==> src/rtl/pds_pkg.sv <==
// constants and types shared by the synthesizer programming logic
package pds_pkg;
   // ==========================================================
   // serial word layout, bit 0 is the last bit shifted in
   localparam int WORD_W = 19;
   localparam int REF_W = 14;
   localparam int SWAL_W = 7;
   localparam int PROG_W = 11;
   localparam int PRE_W = 8;
   localparam int CNT_W = 5;
   localparam int CTRL_POS = 0;
   localparam int REF_LSB = 1;
   localparam int PSEL_POS = 15;
   localparam int SWAL_LSB = 1;
   localparam int PROG_LSB = 8;
   localparam logic [CNT_W-1:0] BIT_CNT_FULL = 5'h13;
   // ==========================================================
   // ratio limits and reset values
   localparam logic [REF_W-1:0] REF_MIN = 14'h0003;
   localparam logic [REF_W-1:0] REF_RST = 14'h0003;
   localparam logic [PROG_W-1:0] PROG_MIN = 11'h003;
   localparam logic [PROG_W-1:0] PROG_RST = 11'h003;
   localparam logic [SWAL_W-1:0] SWAL_RST = 7'h00;
   localparam logic PSEL_RST = 1'b0;
   // ==========================================================
   // dual-modulus prescaler base moduli
   localparam logic [PRE_W-1:0] PRE_LARGE_STD = 8'h80;
   localparam logic [PRE_W-1:0] PRE_SMALL_STD = 8'h40;
   localparam logic [PRE_W-1:0] PRE_LARGE_FAST = 8'h40;
   localparam logic [PRE_W-1:0] PRE_SMALL_FAST = 8'h20;
   // ==========================================================
   // phase detector states
   typedef enum logic [1:0] {
      PD_IDLE = 2'b00,
      PD_UP = 2'b01,
      PD_BOTH = 2'b11,
      PD_DN = 2'b10
   } pds_pd_state_t;
endpackage : pds_pkg

==> src/rtl/pds_synth_core.sv <==
// serial programming, dividers and phase detector of the synthesizer
`timescale 1ns/1ps
// What this block does
// reference ratio 14 bits, 3 to 16383
// host never programs reference ratio below 3
// control bit high loads reference, prescaler latches
// control bit low loads swallow, programmable latches
// prescaler bit zero picks larger modulus pair
// swallow ratio 7 bits, 0 to 127
// programmable ratio 11 bits, 3 to 2047
// host keeps swallow count not above programmable
// feedback divides by P times B plus A
// data sampled on serial clock rising edge
// host shifts MSB first, control bit last
// polarity pin inverts the phase detector
// polarity selects which divider is monitored
// load enable high routes pump to switch
// locked loop gives minimum-width pump pulses
// word commits on load enable rise, full
module pds_synth_core
   import pds_pkg::*;
#(
   parameter bit FAST_PRESCALER = 1'b0
) (
   // clock and reset
   input wire logic sys_clk_in,
   input wire logic rst_in,
   // serial programming pins
   input wire logic ser_data_in,
   input wire logic ser_clk_in,
   input wire logic load_enable_pin_in,
   // configuration pin, high when left open
   input wire logic phase_polarity_pin_in,
   // reference and vco pulse inputs
   input wire logic osc_in,
   input wire logic vco_in,
   // phase detector pump outputs
   output logic pump_up_out,
   output logic pump_down_out,
   output logic charge_pump_output_out,
   output logic charge_pump_output_oe_out,
   // scanning filter switch
   output logic filter_switch_pin_out,
   output logic filter_switch_pin_oe_out,
   // divider monitor
   output logic divider_monitor_output_out
);
   // ==========================================================
   // pin synchronisers
   localparam int NP = 6;
   logic [NP-1:0] pin_raw, sync1, sync2, sync3;
   logic sdat, sclk_rise, le_s, le_rise, pol_s, osc_rise, vco_rise;
   assign pin_raw = {vco_in, osc_in, phase_polarity_pin_in,
                     load_enable_pin_in, ser_clk_in, ser_data_in};

   always_ff @(posedge sys_clk_in) begin
      if (rst_in) begin
         sync1 <= '0;
         sync2 <= '0;
         sync3 <= '0;
      end else begin
         sync1 <= pin_raw;
         sync2 <= sync1;
         sync3 <= sync2;
      end
   end

   assign sdat = sync2[0];
   assign sclk_rise = sync2[1] & ~sync3[1];
   assign le_s = sync2[2];
   assign le_rise = sync2[2] & ~sync3[2];
   assign pol_s = sync2[3];
   assign osc_rise = sync2[4] & ~sync3[4];
   assign vco_rise = sync2[5] & ~sync3[5];

   // ==========================================================
   // shift register and latches
   logic [WORD_W-1:0] shift_reg, next_shift_reg;
   logic [CNT_W-1:0] bit_cnt, next_bit_cnt;
   logic commit, presc_sel, next_presc_sel;
   logic [REF_W-1:0] ref_ratio, next_ref_ratio, ref_eff;
   logic [SWAL_W-1:0] swal_ratio, next_swal_ratio;
   logic [PROG_W-1:0] prog_ratio, next_prog_ratio;
   assign commit = le_rise && (bit_cnt == BIT_CNT_FULL);

   always_comb begin
      next_shift_reg = shift_reg;
      next_bit_cnt = bit_cnt;
      next_ref_ratio = ref_ratio;
      next_presc_sel = presc_sel;
      next_swal_ratio = swal_ratio;
      next_prog_ratio = prog_ratio;
      if (sclk_rise) begin
         next_shift_reg = {shift_reg[WORD_W-2:0], sdat};
         if (bit_cnt != BIT_CNT_FULL) begin
            next_bit_cnt = bit_cnt + CNT_W'(1);
         end
      end
      if (le_rise) begin
         next_bit_cnt = '0;
      end
      if (commit && shift_reg[CTRL_POS]) begin
         next_ref_ratio = shift_reg[REF_LSB +: REF_W];
         next_presc_sel = shift_reg[PSEL_POS];
      end else if (commit) begin
         next_swal_ratio = shift_reg[SWAL_LSB +: SWAL_W];
         next_prog_ratio = shift_reg[PROG_LSB +: PROG_W];
      end
   end

   always_ff @(posedge sys_clk_in) begin
      if (rst_in) begin
         shift_reg <= '0;
         bit_cnt <= '0;
         ref_ratio <= REF_RST;
         presc_sel <= PSEL_RST;
         swal_ratio <= SWAL_RST;
         prog_ratio <= PROG_RST;
      end else begin
         shift_reg <= next_shift_reg;
         bit_cnt <= next_bit_cnt;
         ref_ratio <= next_ref_ratio;
         presc_sel <= next_presc_sel;
         swal_ratio <= next_swal_ratio;
         prog_ratio <= next_prog_ratio;
      end
   end

   // ==========================================================
   // reference divider
   logic ref_tick;
   // forbidden low ratios act as the minimum
   assign ref_eff = (ref_ratio < REF_MIN) ? REF_MIN : ref_ratio;

   pds_divider #(.W(REF_W)) u_ref_div (
      .sys_clk_in(sys_clk_in),
      .rst_in(rst_in),
      .tick_in(osc_rise),
      .ratio_in(ref_eff),
      .term_out(ref_tick)
   );

   // ==========================================================
   // pulse-swallow feedback divider
   logic [PRE_W-1:0] pre_base, pre_mod, pre_cnt, next_pre_cnt;
   logic [PROG_W-1:0] prog_eff, b_cnt, next_b_cnt;
   logic [SWAL_W-1:0] a_left, next_a_left;
   logic fb_tick, next_fb_tick;
   assign pre_base = presc_sel ?
      (FAST_PRESCALER ? PRE_SMALL_FAST : PRE_SMALL_STD) :
      (FAST_PRESCALER ? PRE_LARGE_FAST : PRE_LARGE_STD);
   // swallow periods run at P+1
   assign pre_mod = pre_base + PRE_W'(a_left != '0);
   assign prog_eff = (prog_ratio < PROG_MIN) ? PROG_MIN : prog_ratio;

   always_comb begin
      next_pre_cnt = pre_cnt;
      next_b_cnt = b_cnt;
      next_a_left = a_left;
      next_fb_tick = 1'b0;
      if (vco_rise) begin
         if (pre_cnt == pre_mod - PRE_W'(1)) begin
            next_pre_cnt = '0;
            if (b_cnt == '0) begin
               next_b_cnt = prog_eff - PROG_W'(1);
               next_a_left = swal_ratio;
               next_fb_tick = 1'b1;
            end else begin
               next_b_cnt = b_cnt - PROG_W'(1);
               if (a_left != '0) begin
                  next_a_left = a_left - SWAL_W'(1);
               end
            end
         end else begin
            next_pre_cnt = pre_cnt + PRE_W'(1);
         end
      end
   end

   always_ff @(posedge sys_clk_in) begin
      if (rst_in) begin
         pre_cnt <= '0;
         b_cnt <= '0;
         a_left <= '0;
         fb_tick <= 1'b0;
      end else begin
         pre_cnt <= next_pre_cnt;
         b_cnt <= next_b_cnt;
         a_left <= next_a_left;
         fb_tick <= next_fb_tick;
      end
   end

   // ==========================================================
   // phase detector and outputs
   pds_pd_state_t pd_state, next_pd_state;
   logic lead, lag, next_up, next_dn;
   always_comb begin
      next_pd_state = pd_state;
      case (pd_state)
         PD_IDLE: begin
            if (ref_tick && fb_tick) begin
               next_pd_state = PD_BOTH;
            end else if (ref_tick) begin
               next_pd_state = PD_UP;
            end else if (fb_tick) begin
               next_pd_state = PD_DN;
            end
         end
         PD_UP: begin
            if (fb_tick) begin
               next_pd_state = PD_BOTH;
            end
         end
         PD_DN: begin
            if (ref_tick) begin
               next_pd_state = PD_BOTH;
            end
         end
         PD_BOTH: begin
            next_pd_state = PD_IDLE;
         end
         default: begin
            next_pd_state = PD_IDLE;
         end
      endcase
      lead = (next_pd_state == PD_UP) || (next_pd_state == PD_BOTH);
      lag = (next_pd_state == PD_DN) || (next_pd_state == PD_BOTH);
      next_up = pol_s ? lead : lag;
      next_dn = pol_s ? lag : lead;
   end

   always_ff @(posedge sys_clk_in) begin
      if (rst_in) begin
         pd_state <= PD_IDLE;
         pump_up_out <= 1'b0;
         pump_down_out <= 1'b0;
         charge_pump_output_out <= 1'b0;
         charge_pump_output_oe_out <= 1'b0;
         filter_switch_pin_out <= 1'b0;
         filter_switch_pin_oe_out <= 1'b0;
         divider_monitor_output_out <= 1'b0;
      end else begin
         pd_state <= next_pd_state;
         pump_up_out <= next_up;
         pump_down_out <= next_dn;
         charge_pump_output_out <= next_up;
         charge_pump_output_oe_out <= next_up | next_dn;
         filter_switch_pin_out <= next_up;
         filter_switch_pin_oe_out <= le_s & (next_up | next_dn);
         divider_monitor_output_out <= pol_s ? ref_tick : fb_tick;
      end
   end
endmodule : pds_synth_core

==> src/rtl/pds_divider.sv <==
// down-counting programmable divider with a one-cycle terminal pulse
`timescale 1ns/1ps
module pds_divider #(
   parameter int W = 14
) (
   // clock and reset
   input wire logic sys_clk_in,
   input wire logic rst_in,
   // count input and ratio
   input wire logic tick_in,
   input wire logic [W-1:0] ratio_in,
   // divided output
   output logic term_out
);
   logic [W-1:0] cnt;
   logic [W-1:0] next_cnt;
   logic next_term;

   always_comb begin
      next_cnt = cnt;
      next_term = 1'b0;
      if (tick_in) begin
         if (cnt == '0) begin
            next_cnt = ratio_in - W'(1);
            next_term = 1'b1;
         end else begin
            next_cnt = cnt - W'(1);
         end
      end
   end

   always_ff @(posedge sys_clk_in) begin
      if (rst_in) begin
         cnt <= '0;
         term_out <= 1'b0;
      end else begin
         cnt <= next_cnt;
         term_out <= next_term;
      end
   end
endmodule : pds_divider

==> config.mk <==
export PLATFORM = sky130hd
export DESIGN_NAME = pds_synth_core
export DESIGN_NICKNAME = d
export VERILOG_FILES = /design/src/rtl/pds_pkg.sv /design/src/rtl/pds_synth_core.sv /design/src/rtl/pds_divider.sv
export SDC_FILE = /design/constraint.sdc
export NUM_CORES = 1
export LEC_CHECK = 0
export BUFFER_PORTS_ARGS = -buffer_cell sky130_fd_sc_hd__buf_2
export CAP_MARGIN = 20
export CORE_MARGIN = 4
export CORE_UTILIZATION = 42
export CTS_BUF_LIST = sky130_fd_sc_hd__clkbuf_16
export CTS_CLUSTER_DIAMETER = 30
export DETAILED_ROUTE_END_ITERATION = 7
export PLACE_DENSITY = 0.66
export RECOVER_POWER = 50
export SETUP_SLACK_MARGIN = 0.15
export SYNTH_ARGS = -nofsm -noshare
export SYNTH_HDL_FRONTEND = slang
export SYNTH_SLANG_ARGS = --single-unit
export TNS_END_PERCENT = 1
==> constraint.sdc <==
create_clock -name sys_clk_in -period 8.1 [get_ports sys_clk_in]
set_input_delay 1.215 -clock sys_clk_in [delete_from_list [all_inputs] [get_ports sys_clk_in]]
set_output_delay 1.215 -clock sys_clk_in [all_outputs]
set_load 0.05 [all_outputs]
* Word level (Yosys, flattened, before mapping)
Index checks and enable logic that the tools add are counted.
Operators by class: $add $sub $neg 9, mux-type cells 19, equality and inequality tests 9, order comparisons 2, reductions and logical operators 17, bitwise operators 14
Operators with widths (count):
- two-way mux 14 bit | 2
- subtractor 14 x 1 -> 14 bit (second input constant) | 2
- two-way mux 11 bit | 2
- subtractor 11 x 1 -> 11 bit (second input constant) | 2
- two-way mux 8 bit | 2
- logical NOT 14 bit | 1
- < comparator 14 x 2 -> 1 bit (second input constant) | 1
- two-way mux 7 bit | 2
- logical NOT 11 bit | 1
- < comparator 11 x 2 -> 1 bit (second input constant) | 1
- two-way mux 2 bit | 5
- adder 8 x 1 -> 8 bit | 1
- adder 8 x 1 -> 8 bit (second input constant) | 1
- equality test 2 bit (second input constant) | 4
- equality test 8 bit | 1
- inverter 1 bit | 8
- case mux 2 bit (4 select lines) | 1
- subtractor 8 x 1 -> 8 bit (second input constant) | 1
- nonzero test 7 bit | 1
- subtractor 7 x 1 -> 7 bit (second input constant) | 1
- AND reduction 2 bit | 3
- adder 5 x 1 -> 5 bit (second input constant) | 1
- bitwise AND 1 bit | 5
- equality test 5 bit (second input constant) | 1
- other kinds (11) | 20
Word-level totals: register bits after elaboration 124, logic and storage cells 91, bits of input ports 8

* Logic depth before layout (Yosys ltp)
Gate-level depths: netlist of run 1.
depth in word-level cells 9, gate-level depth with buffers 13, mapped depth without buffers 12

* Hierarchy
A second synthesis of run 1 with hierarchy kept.
Second synthesis, totals: cell total of the unflattened synthesis 665, area, all modules 5700.5 sq um
Modules (own cells, without submodules):
- pds_synth_core | area an instance 4643.2 sq um, times used 1, cells an instance 530
- pds_divider | area an instance 1057.3 sq um, times used 1, cells an instance 135

* Worst setup path before layout of run 1
No wires, ideal clock.
kind flip-flop to flip-flop, start point register b_cnt[7], end point register b_cnt[8], setup slack 5.398 ns, period minus slack after synthesis 2.702 ns, arrival time 2.631 ns, stages on the path, launching flop included 13, path through dfxtp_1 nor4_1 nand4_1 clkbuf_1 nor2_1 nor2_1 ha_1 nor3b_1 nand2_1 or4b_1 a2111oi_1 a41oi_1 a21oi_1
On the way: cells in the longest elaborated chain, start to end 2, elaborated cells between the ends (all ways) 3, those cells by class 1 x add/sub; 1 x mux; 1 x reduce/logical
RTL lines:
- start, declared | line pds_synth_core.sv:146 | logic [PROG_W-1:0] prog_eff, b_cnt, next_b_cnt;
- start signal, assigned | line pds_synth_core.sv:188 | b_cnt <= next_b_cnt;
- subtractor 11 x 1 -> 11 bit or logical NOT 11 bit (tied branches) | line pds_synth_core.sv:169, pds_synth_core.sv:164
- two-way mux 11 bit * | line pds_synth_core.sv:164 | if (b_cnt == '0) begin
Every way passes the cells marked *; elsewhere a longest branch is shown, timed or not. A chain may end at the register's enable or synchronous reset.

==> out/summary.md, run 1 <==
- run status: finished, violations left
- violations in the final reports: max-capacitance violations, max-slew violations
- commonest register cell after synthesis: sky130_fd_sc_hd__dfxtp_1
- leakage power: 2.30 nW
- share of cells above drive strength 1: 7.69%
- number of vias after detailed routing: 4738
- die area: 15100 sq um
- number of antenna cells inserted: 0
- Int Pwr: 1.25 mW
- dominant cell type by count on the critical path: sky130_fd_sc_hd__clkbuf_1
- number of warnings issued by yosys: 0
- Hold Fails Final Rpt: 0
- fraction of power spent switching nets: 31.7%
- fin nets: 665
- TritonCTS clock tree: yes
- Inserted Clock Buffers: 17
- library cell contributing the largest single delay on the critical path: sky130_fd_sc_hd__clkbuf_1
- Rel. slew slack: -109%
- final RePlAce weighted congestion: 0.880
- fmax: 208 MHz
- Die W: 123 um
- CTS H-tree lvls: 4
- critical path startpoint category: primary input
- Yosys reg bits: 122
- via count of the first global-routing pass: 4361
- number of remaining DRC errors: 0
- cell taking the most area after synthesis: sky130_fd_sc_hd__dfxtp_1
- clock transition at the registers of the reported paths: 60 ps
- arrival time at the worst endpoint: 4990 ps
- detail-routed net length per standard cell: 14.4 um
- count of cell types in the netlist: 54
- sequential element share of the synthesized area: 44.1%
- initial cell density of the core: 43.4%
- final worst hold slack: 437 ps
- Top delay family on crit path: buffers and inverters
- Avg Inst Size Synth: 8.55 sq um
- cell count after synthesis: 648
- FFs w/ async S/R, synth: 0%
- maximum number of pins on one net before global-route repair: 108
- remaining global-route overflow: 0
- sequential group share of total power: 35.6%
- top cells by count, synth: sky130_fd_sc_hd__dfxtp_1, sky130_fd_sc_hd__nor2_1, sky130_fd_sc_hd__nand2_1
- max FFs per register: 19
- number of failing setup endpoints in the final timing report: 0
- proportion of netlist area held by the largest area contributor: 44.1%
- cell area after technology mapping: 5540 sq um
- number of core rows: 41
- detailed route wirelength on metal3: 570 um
- overall fraction of global-route tracks in use: 17.0%
- reported max-cap violation count: 2
- Max Root-Sink Buffers: 2
- detailed-placement wirelength estimate: 8.13 mm
- detailed-router iteration count before antenna repair: 5
- maximum fanout along the worst path: 73
- met2 wire len: 5.67 mm
- mean number of vias per cell: 5.67
- Net Sw Power: 582 uW
- Max Used Layer: met4
- worst-case vdd ir drop: 0.000148 V
- library cell used as clock root buffer: sky130_fd_sc_hd__clkbuf_16
- Clock Power Share: 41.5%
- drt total wl: 12.1 mm
- Combinational Power Share: 22.9%
- Synth area leaders: sky130_fd_sc_hd__dfxtp_1, sky130_fd_sc_hd__mux2i_1, sky130_fd_sc_hd__nor2_1
- RSZ-0062 raised after global routing: false
- number of pins with negative max-slew slack in the final report: 110
- latest clock arrival within the worst-skew pair: 410 ps
- Critical Path RT: 8270 ps
- chip height: 123 um
- Min-Delay Path Class: register to register
- area added between synthesis and finish: 13.5%
- number of flops mapped to enable cells by yosys: 0
- Boundary Pins: 15
- share of the clock period used by the worst path after layout: 59.4%
- most instantiated library cell after synthesis: sky130_fd_sc_hd__dfxtp_1
- final critical delay including setup and external delays: 4810 ps
- Post-CTS Hold Buffers: 0
- clock skew after layout: 7.85 ps
- Post-CTS Setup Repair Bufs: 0
- setup TNS: 0 ps
- number of clock sinks: 122
- initial antenna violation count: 0
- critical path's largest stage delay: 2300 ps
- Cell Chain, Critical Path: clkbuf_1 -> clkbuf_1 -> nand2b_1 -> o32ai_1
- type of the worst setup path: primary input to register
- wire length the detailed router placed on met1: 5.66 mm
- power density normalized to cell area: 292 nW/um^2
- count of routing violations after the opening detailed-route iteration: 354
- global-route wire length before repair: 20.5 mm
- slew at the pin with the worst max-slew slack: 3130 ps
- remaining antenna violation count after routing: 0
- number of gates given a new drive strength after cts: 0
- Worst Path Buf+Inv: 2
- net count after synthesis: 663
- area of the core region: 12800 sq um
- Critical Path Sink Type: register
- number of buffers inserted by port buffering: 14
-- metal layers --
| metal | vias up | track usage (%) |
|---|---|---|
| li1 | 2336 | - |
| met3 | 14 | 4.70 |
| met5 | - | 0 |
| met1 | 2276 | 22.2 |
| met4 | 0 | 6.23 |
| met2 | 112 | 26.7 |
-- power groups by stage --
stage,sequential (mW),combinational [mW],clock (mW)
floorplan,0.658,0.339,0
global placement,0.663,0.403,0
detailed placement,0.665,0.412,0
CTS,0.652,0.414,0.778
global route,0.657,0.475,0.807
finish,0.653,0.420,0.761
-- layout by cell type (no fill, tap or decap), types with 12 or more instances in the layout --
cell type                   instances
sky130_fd_sc_hd__mux2i_1           38
sky130_fd_sc_hd__a21oi_1           49
sky130_fd_sc_hd__clkbuf_16         17
sky130_fd_sc_hd__dfxtp_1          122
sky130_fd_sc_hd__nor2_1            86
sky130_fd_sc_hd__nand4_1           15
sky130_fd_sc_hd__nor3_1            24
sky130_fd_sc_hd__nand2_1           77
sky130_fd_sc_hd__o21ai_0           19
sky130_fd_sc_hd__xor2_1            12
sky130_fd_sc_hd__a211oi_1          12
sky130_fd_sc_hd__nor2b_1           24
-- layout make-up --
type	count	area (sq um)
inverter	9	33.8
tap	172	215
clock inverter	15	175
fill	1223	6480
multi-input combinational	482	2910
clock buffer	17	425
timing repair buffer	18	85.1
sequential	122	2440
-- per-stage QoR --
stage / total power [mW] / area (sq um) / util, % / setup WS, ps / cells
2_1_floorplan: 0.997 / 5540 / - / 5400 / 648
3_3_place_gp: 1.07 / 5690 / 44.5 / 4870 / 801
3_5_place_dp: 1.08 / 5690 / 44.5 / 4690 / 801
4_1_cts: 1.84 / 6290 / 49.3 / 4670 / 833
5_1_grt: 1.94 / 6290 / 49.2 / 2920 / 835
6_report: 1.83 / 6290 / 49.2 / 3290 / 835
-- path summary, 6_finish.rpt --
check	slack [ps]	cells after the start	start	to
worst max-delay path	3290	4	rst_in	u_ref_div.cnt[6]
worst min-delay path	440	1	sync1[4]	sync2[4]
worst max register to register	4670	10	a_left[0]	a_left[1]
worst min register to register	440	1	sync1[4]	sync2[4]
-- kinds of logic (layout without fill, tap and decap cells) --
| group | after synthesis | in the layout | share of synthesized area [%] |
|---|---|---|---|
| mux | 38 | 38 | 6.87 |
| flops | 122 | 122 | 44.1 |
| xor+xnor | 16 | 16 | 2.53 |
| fa+ha+maj | 7 | 7 | 1.58 |
| buf+inv | 44 | 59 | 3.34 |
| simple gates | 283 | 283 | 24.9 |
| compound gates | 138 | 138 | 16.7 |
No activity file was read; power rests on OpenSTA's default activity.
==> inputs of run 2 (changes only) <==
--- a/config.mk
+++ b/config.mk
@@ -5,6 +5,7 @@
 export SDC_FILE = /design/constraint.sdc
 export NUM_CORES = 1
 export LEC_CHECK = 0
+export ABC_AREA = 1
 export BUFFER_PORTS_ARGS = -buffer_cell sky130_fd_sc_hd__buf_2
 export CAP_MARGIN = 20
 export CORE_MARGIN = 4
@@ -12,7 +13,7 @@
 export CTS_BUF_LIST = sky130_fd_sc_hd__clkbuf_16
 export CTS_CLUSTER_DIAMETER = 30
 export DETAILED_ROUTE_END_ITERATION = 7
-export PLACE_DENSITY = 0.66
+export PLACE_DENSITY = 0.69
 export RECOVER_POWER = 50
 export SETUP_SLACK_MARGIN = 0.15
 export SYNTH_ARGS = -nofsm -noshare
==> constraint.sdc (replaced) <==
create_clock -name sys_clk_in -period 4.2 [get_ports sys_clk_in]
set_input_delay 0.63 -clock sys_clk_in [delete_from_list [all_inputs] [get_ports sys_clk_in]]
set_output_delay 0.63 -clock sys_clk_in [all_outputs]
set_load 0.05 [all_outputs]
==> run 2 against run 1 <==
  * The flow still finishes with violations (max-capacitance violations, max-slew violations)
  * Flip-flop and latch count did not move
  * Global-route usage fell by 0.32 points
  * Combinational power fell by 41%
  * Core utilization fell by 0.54 points
  * Synthesized cell count rose by 26%
  * Register-to-register slack got worse by 3000 ps
  * Critical endpoint is now ref_ratio[2]
==> out/summary.md, run 2 <==
- power density normalized to cell area: 448 nW/um^2, +54%
- final design utilization: 48.7%, -0.54 points
- Inserted Clock Buffers: 17, unchanged
- Synth area leaders: sky130_fd_sc_hd__dfxtp_1, sky130_fd_sc_hd__nor2_1, sky130_fd_sc_hd__o21ai_0
- worst-case vdd ir drop: 0.000274 V, +85%
- library cell used as clock root buffer: sky130_fd_sc_hd__clkbuf_16
- share of cells above drive strength 1: 9.99%, +2.3 points
- global-route met3 utilization: 4.03%, -0.67 points
- critical path startpoint category: primary input
- Boundary Pins: 15, unchanged
- violations in the final reports: max-capacitance violations, max-slew violations
- setup TNS: 0 ps, unchanged
- remaining global-route overflow: 0, unchanged
- final critical delay including setup and external delays: 2610 ps
- number of vias after detailed routing: 4942, +4.3%
- number of core rows: 42, +2.4%
- met2 routing resource usage after global routing: 27.6%, +0.92 points
- Avg Inst Size Synth: 6.95 sq um, -19%
- met1 layer usage reported by global route: 21.4%, -0.84 points
- FF-to-FF path depth: 12, +2
- number of warnings issued by yosys: 0, unchanged
- Yosys reg bits: 122, unchanged
- number of pins with negative max-slew slack in the final report: 88, -20%
- commonest register cell after synthesis: sky130_fd_sc_hd__dfxtp_1
- detailed-router iteration count before antenna repair: 5, unchanged
- number of gates given a new drive strength after cts: 0, unchanged
- fin nets: 843, +27%
- Die W: 124 um, +1.2%
- critical path launch point: rst_in
- net count after synthesis: 832, +25%
- cell taking the most area after synthesis: sky130_fd_sc_hd__dfxtp_1
- die area: 15400 sq um, +2.4%
- number of clock sinks: 122, unchanged
- number of remaining DRC errors: 0, unchanged
- cell area after technology mapping: 5680 sq um, +2.5%
- hold-critical path depth: 2, +1
- commonest non-fill, non-tap cells in the layout: sky130_fd_sc_hd__nor2_1, sky130_fd_sc_hd__dfxtp_1, sky130_fd_sc_hd__inv_1, sky130_fd_sc_hd__nand2_1, sky130_fd_sc_hd__o21ai_0
- Critical Path RT: 4540 ps, -3730 ps
- Min-Delay Path Class: register to register
- overall fraction of global-route tracks in use: 16.6%, -0.32 points
- commonest non-fill, non-tap cell in the layout: sky130_fd_sc_hd__nor2_1
- remaining antenna violation count after routing: 0, unchanged
- FFs w/ async S/R, synth: 0%, unchanged
- initial cell density of the core: 42.9%, -0.48 points
- number of antenna cells inserted: 0, unchanged
- number of failing setup endpoints in the final timing report: 0, unchanged
- RSZ-0062 raised after global routing: false
- detail-routed net length per standard cell: 12.2 um, -15%
- Critical Path Sink Type: register
- Rel. slew slack: -16.6%, +92 points
- TritonCTS clock tree: yes
- fmax: 384 MHz
- Critical path destination: ref_ratio[2]
- slew at the pin with the worst max-slew slack: 1750 ps, -1380 ps
- share of the clock period used by the worst path after layout: 62.1%
- clock skew after layout: 8.50 ps, +0.649 ps
- count of routing violations after the opening detailed-route iteration: 297, -16%
- latest clock arrival within the worst-skew pair: 410 ps, about the same
- global-route wire length before repair: 21.6 mm, +5.3%
- area of the core region: 13200 sq um, +3.7%
- maximum number of pins on one net before global-route repair: 52, -52%
- chip height: 124 um, +1.2%
- number of buffers inserted by port buffering: 14, unchanged
- reg-to-reg startpoint: u_ref_div.cnt[2]
- most used routing layer: met2
- final RePlAce weighted congestion: 0.971, +10%
- via count of the first global-routing pass: 4672, +7.1%
- initial antenna violation count: 0, unchanged
- max FFs per register: 19, unchanged
- reported max-cap violation count: 2, unchanged
- most instantiated library cell after synthesis: sky130_fd_sc_hd__nor2_1
- top cells by count, synth: sky130_fd_sc_hd__nor2_1, sky130_fd_sc_hd__dfxtp_1, sky130_fd_sc_hd__inv_1, sky130_fd_sc_hd__nand2_1, sky130_fd_sc_hd__o21ai_0
- count of cell types in the netlist: 38, -30%
- run status: finished, violations left
- number of flops mapped to enable cells by yosys: 0, unchanged
- cell count after synthesis: 817, +26%
- leakage power: 2.97 nW, +29%
- Max Root-Sink Buffers: 2, unchanged
- detailed-placement wirelength estimate: 8.63 mm, +6.2%
- worst reg2reg path endpoint: u_ref_div.cnt[10]
- maximum fanout along the worst path: 51, -30%
- Post-CTS Hold Buffers: 0, unchanged
- clock transition at the registers of the reported paths: 60 ps, about the same
- mean number of vias per cell: 4.86, -14%
- proportion of netlist area held by the largest area contributor: 43.0%, -1.1 points
- Post-CTS Setup Repair Bufs: 0, unchanged
- type of the worst setup path: primary input to register
- drt total wl: 12.4 mm, +3.0%
- area added between synthesis and finish: 13.5%, about the same
- Hold Fails Final Rpt: 0, unchanged
- sequential element share of the synthesized area: 43.0%, -1.1 points
- Worst R2R Setup Slack: 1710 ps, -2960 ps
- CTS H-tree lvls: 4, unchanged
- arrival time at the worst endpoint: 2950 ps, -2040 ps
[run 2: cell count changes in the layout (fill, tap and decap cells not counted), sizes merged, moves of 8 or more]
cell,before,now
nor3,24,7
o21ai,20,95
a21oi,49,36
nor4,8,0
a211oi,12,1
nor2b,24,0
mux2i,38,0
nand2,77,116
a21o,10,0
nor2,86,182
inv,11,123
nand3,11,52
[run 2: logic make-up (layout without fill, tap and decap cells)]
logic type	after synthesis	in the layout	share of synthesized area, %
flops	122	122	43.0
xor+xnor	9	9	1.39
compound gates	151	151	14.3
simple gates	378	378	29.4
fa+ha+maj	7	7	1.54
buf+inv	150	174	10.4
[run 2: worst max-delay path, cell delays in order]
cell                       delay (ps)
sky130_fd_sc_hd__clkbuf_1          90
sky130_fd_sc_hd__clkinv_1         370
sky130_fd_sc_hd__clkbuf_1        1310
sky130_fd_sc_hd__o21ai_0          320
sky130_fd_sc_hd__a21oi_1          200
[run 2: cell type report]
type	count	area (sq um)
flip-flops and latches	122	2440
inverters	122	460
fillers	1348	6790
multi-input cells	545	2650
clock buffers	17	425
well taps	176	220
clock inverters	15	160
repair buffers	20	93.8
[run 2: metal layers]
layer,part of all wire (%),up-vias
li1,-,2623
met1,48,2233
met2,47,72
met3,3.3,14
met4,1.1,0
met5,0,-
[run 2: worst min-delay path by stage]
stage	slack, ps	to	startpoint
2_1_floorplan	390	sync2[0]	sync1[0]
3_3_place_gp	390	sync2[0]	sync1[0]
3_5_place_dp	400	sync2[0]	sync1[0]
4_1_cts	410	sync2[0]	sync1[0]
5_1_grt	420	sync2[1]	sync1[1]
6_report	400	sync2[0]	sync1[0]
[run 2: power by group]
group / switching, mW / internal (mW)
sequential: 0.0167 / 1.18
combinational: 0.171 / 0.0756
clock: 0.522 / 0.922
total: 0.710 / 2.18
[run 2: stage by stage]
stage	area, sq um	power, mW	hold slack, ps	std cells	setup WS [ps]
3_5_place_dp	5880	1.47	396	985	1750
5_1_grt	6450	3.00	416	1017	1330
2_1_floorplan	5680	1.43	388	817	2230
4_1_cts	6470	2.91	405	1017	1720
3_3_place_gp	5880	1.47	390	985	1790
6_report	6450	2.89	403	1017	1590
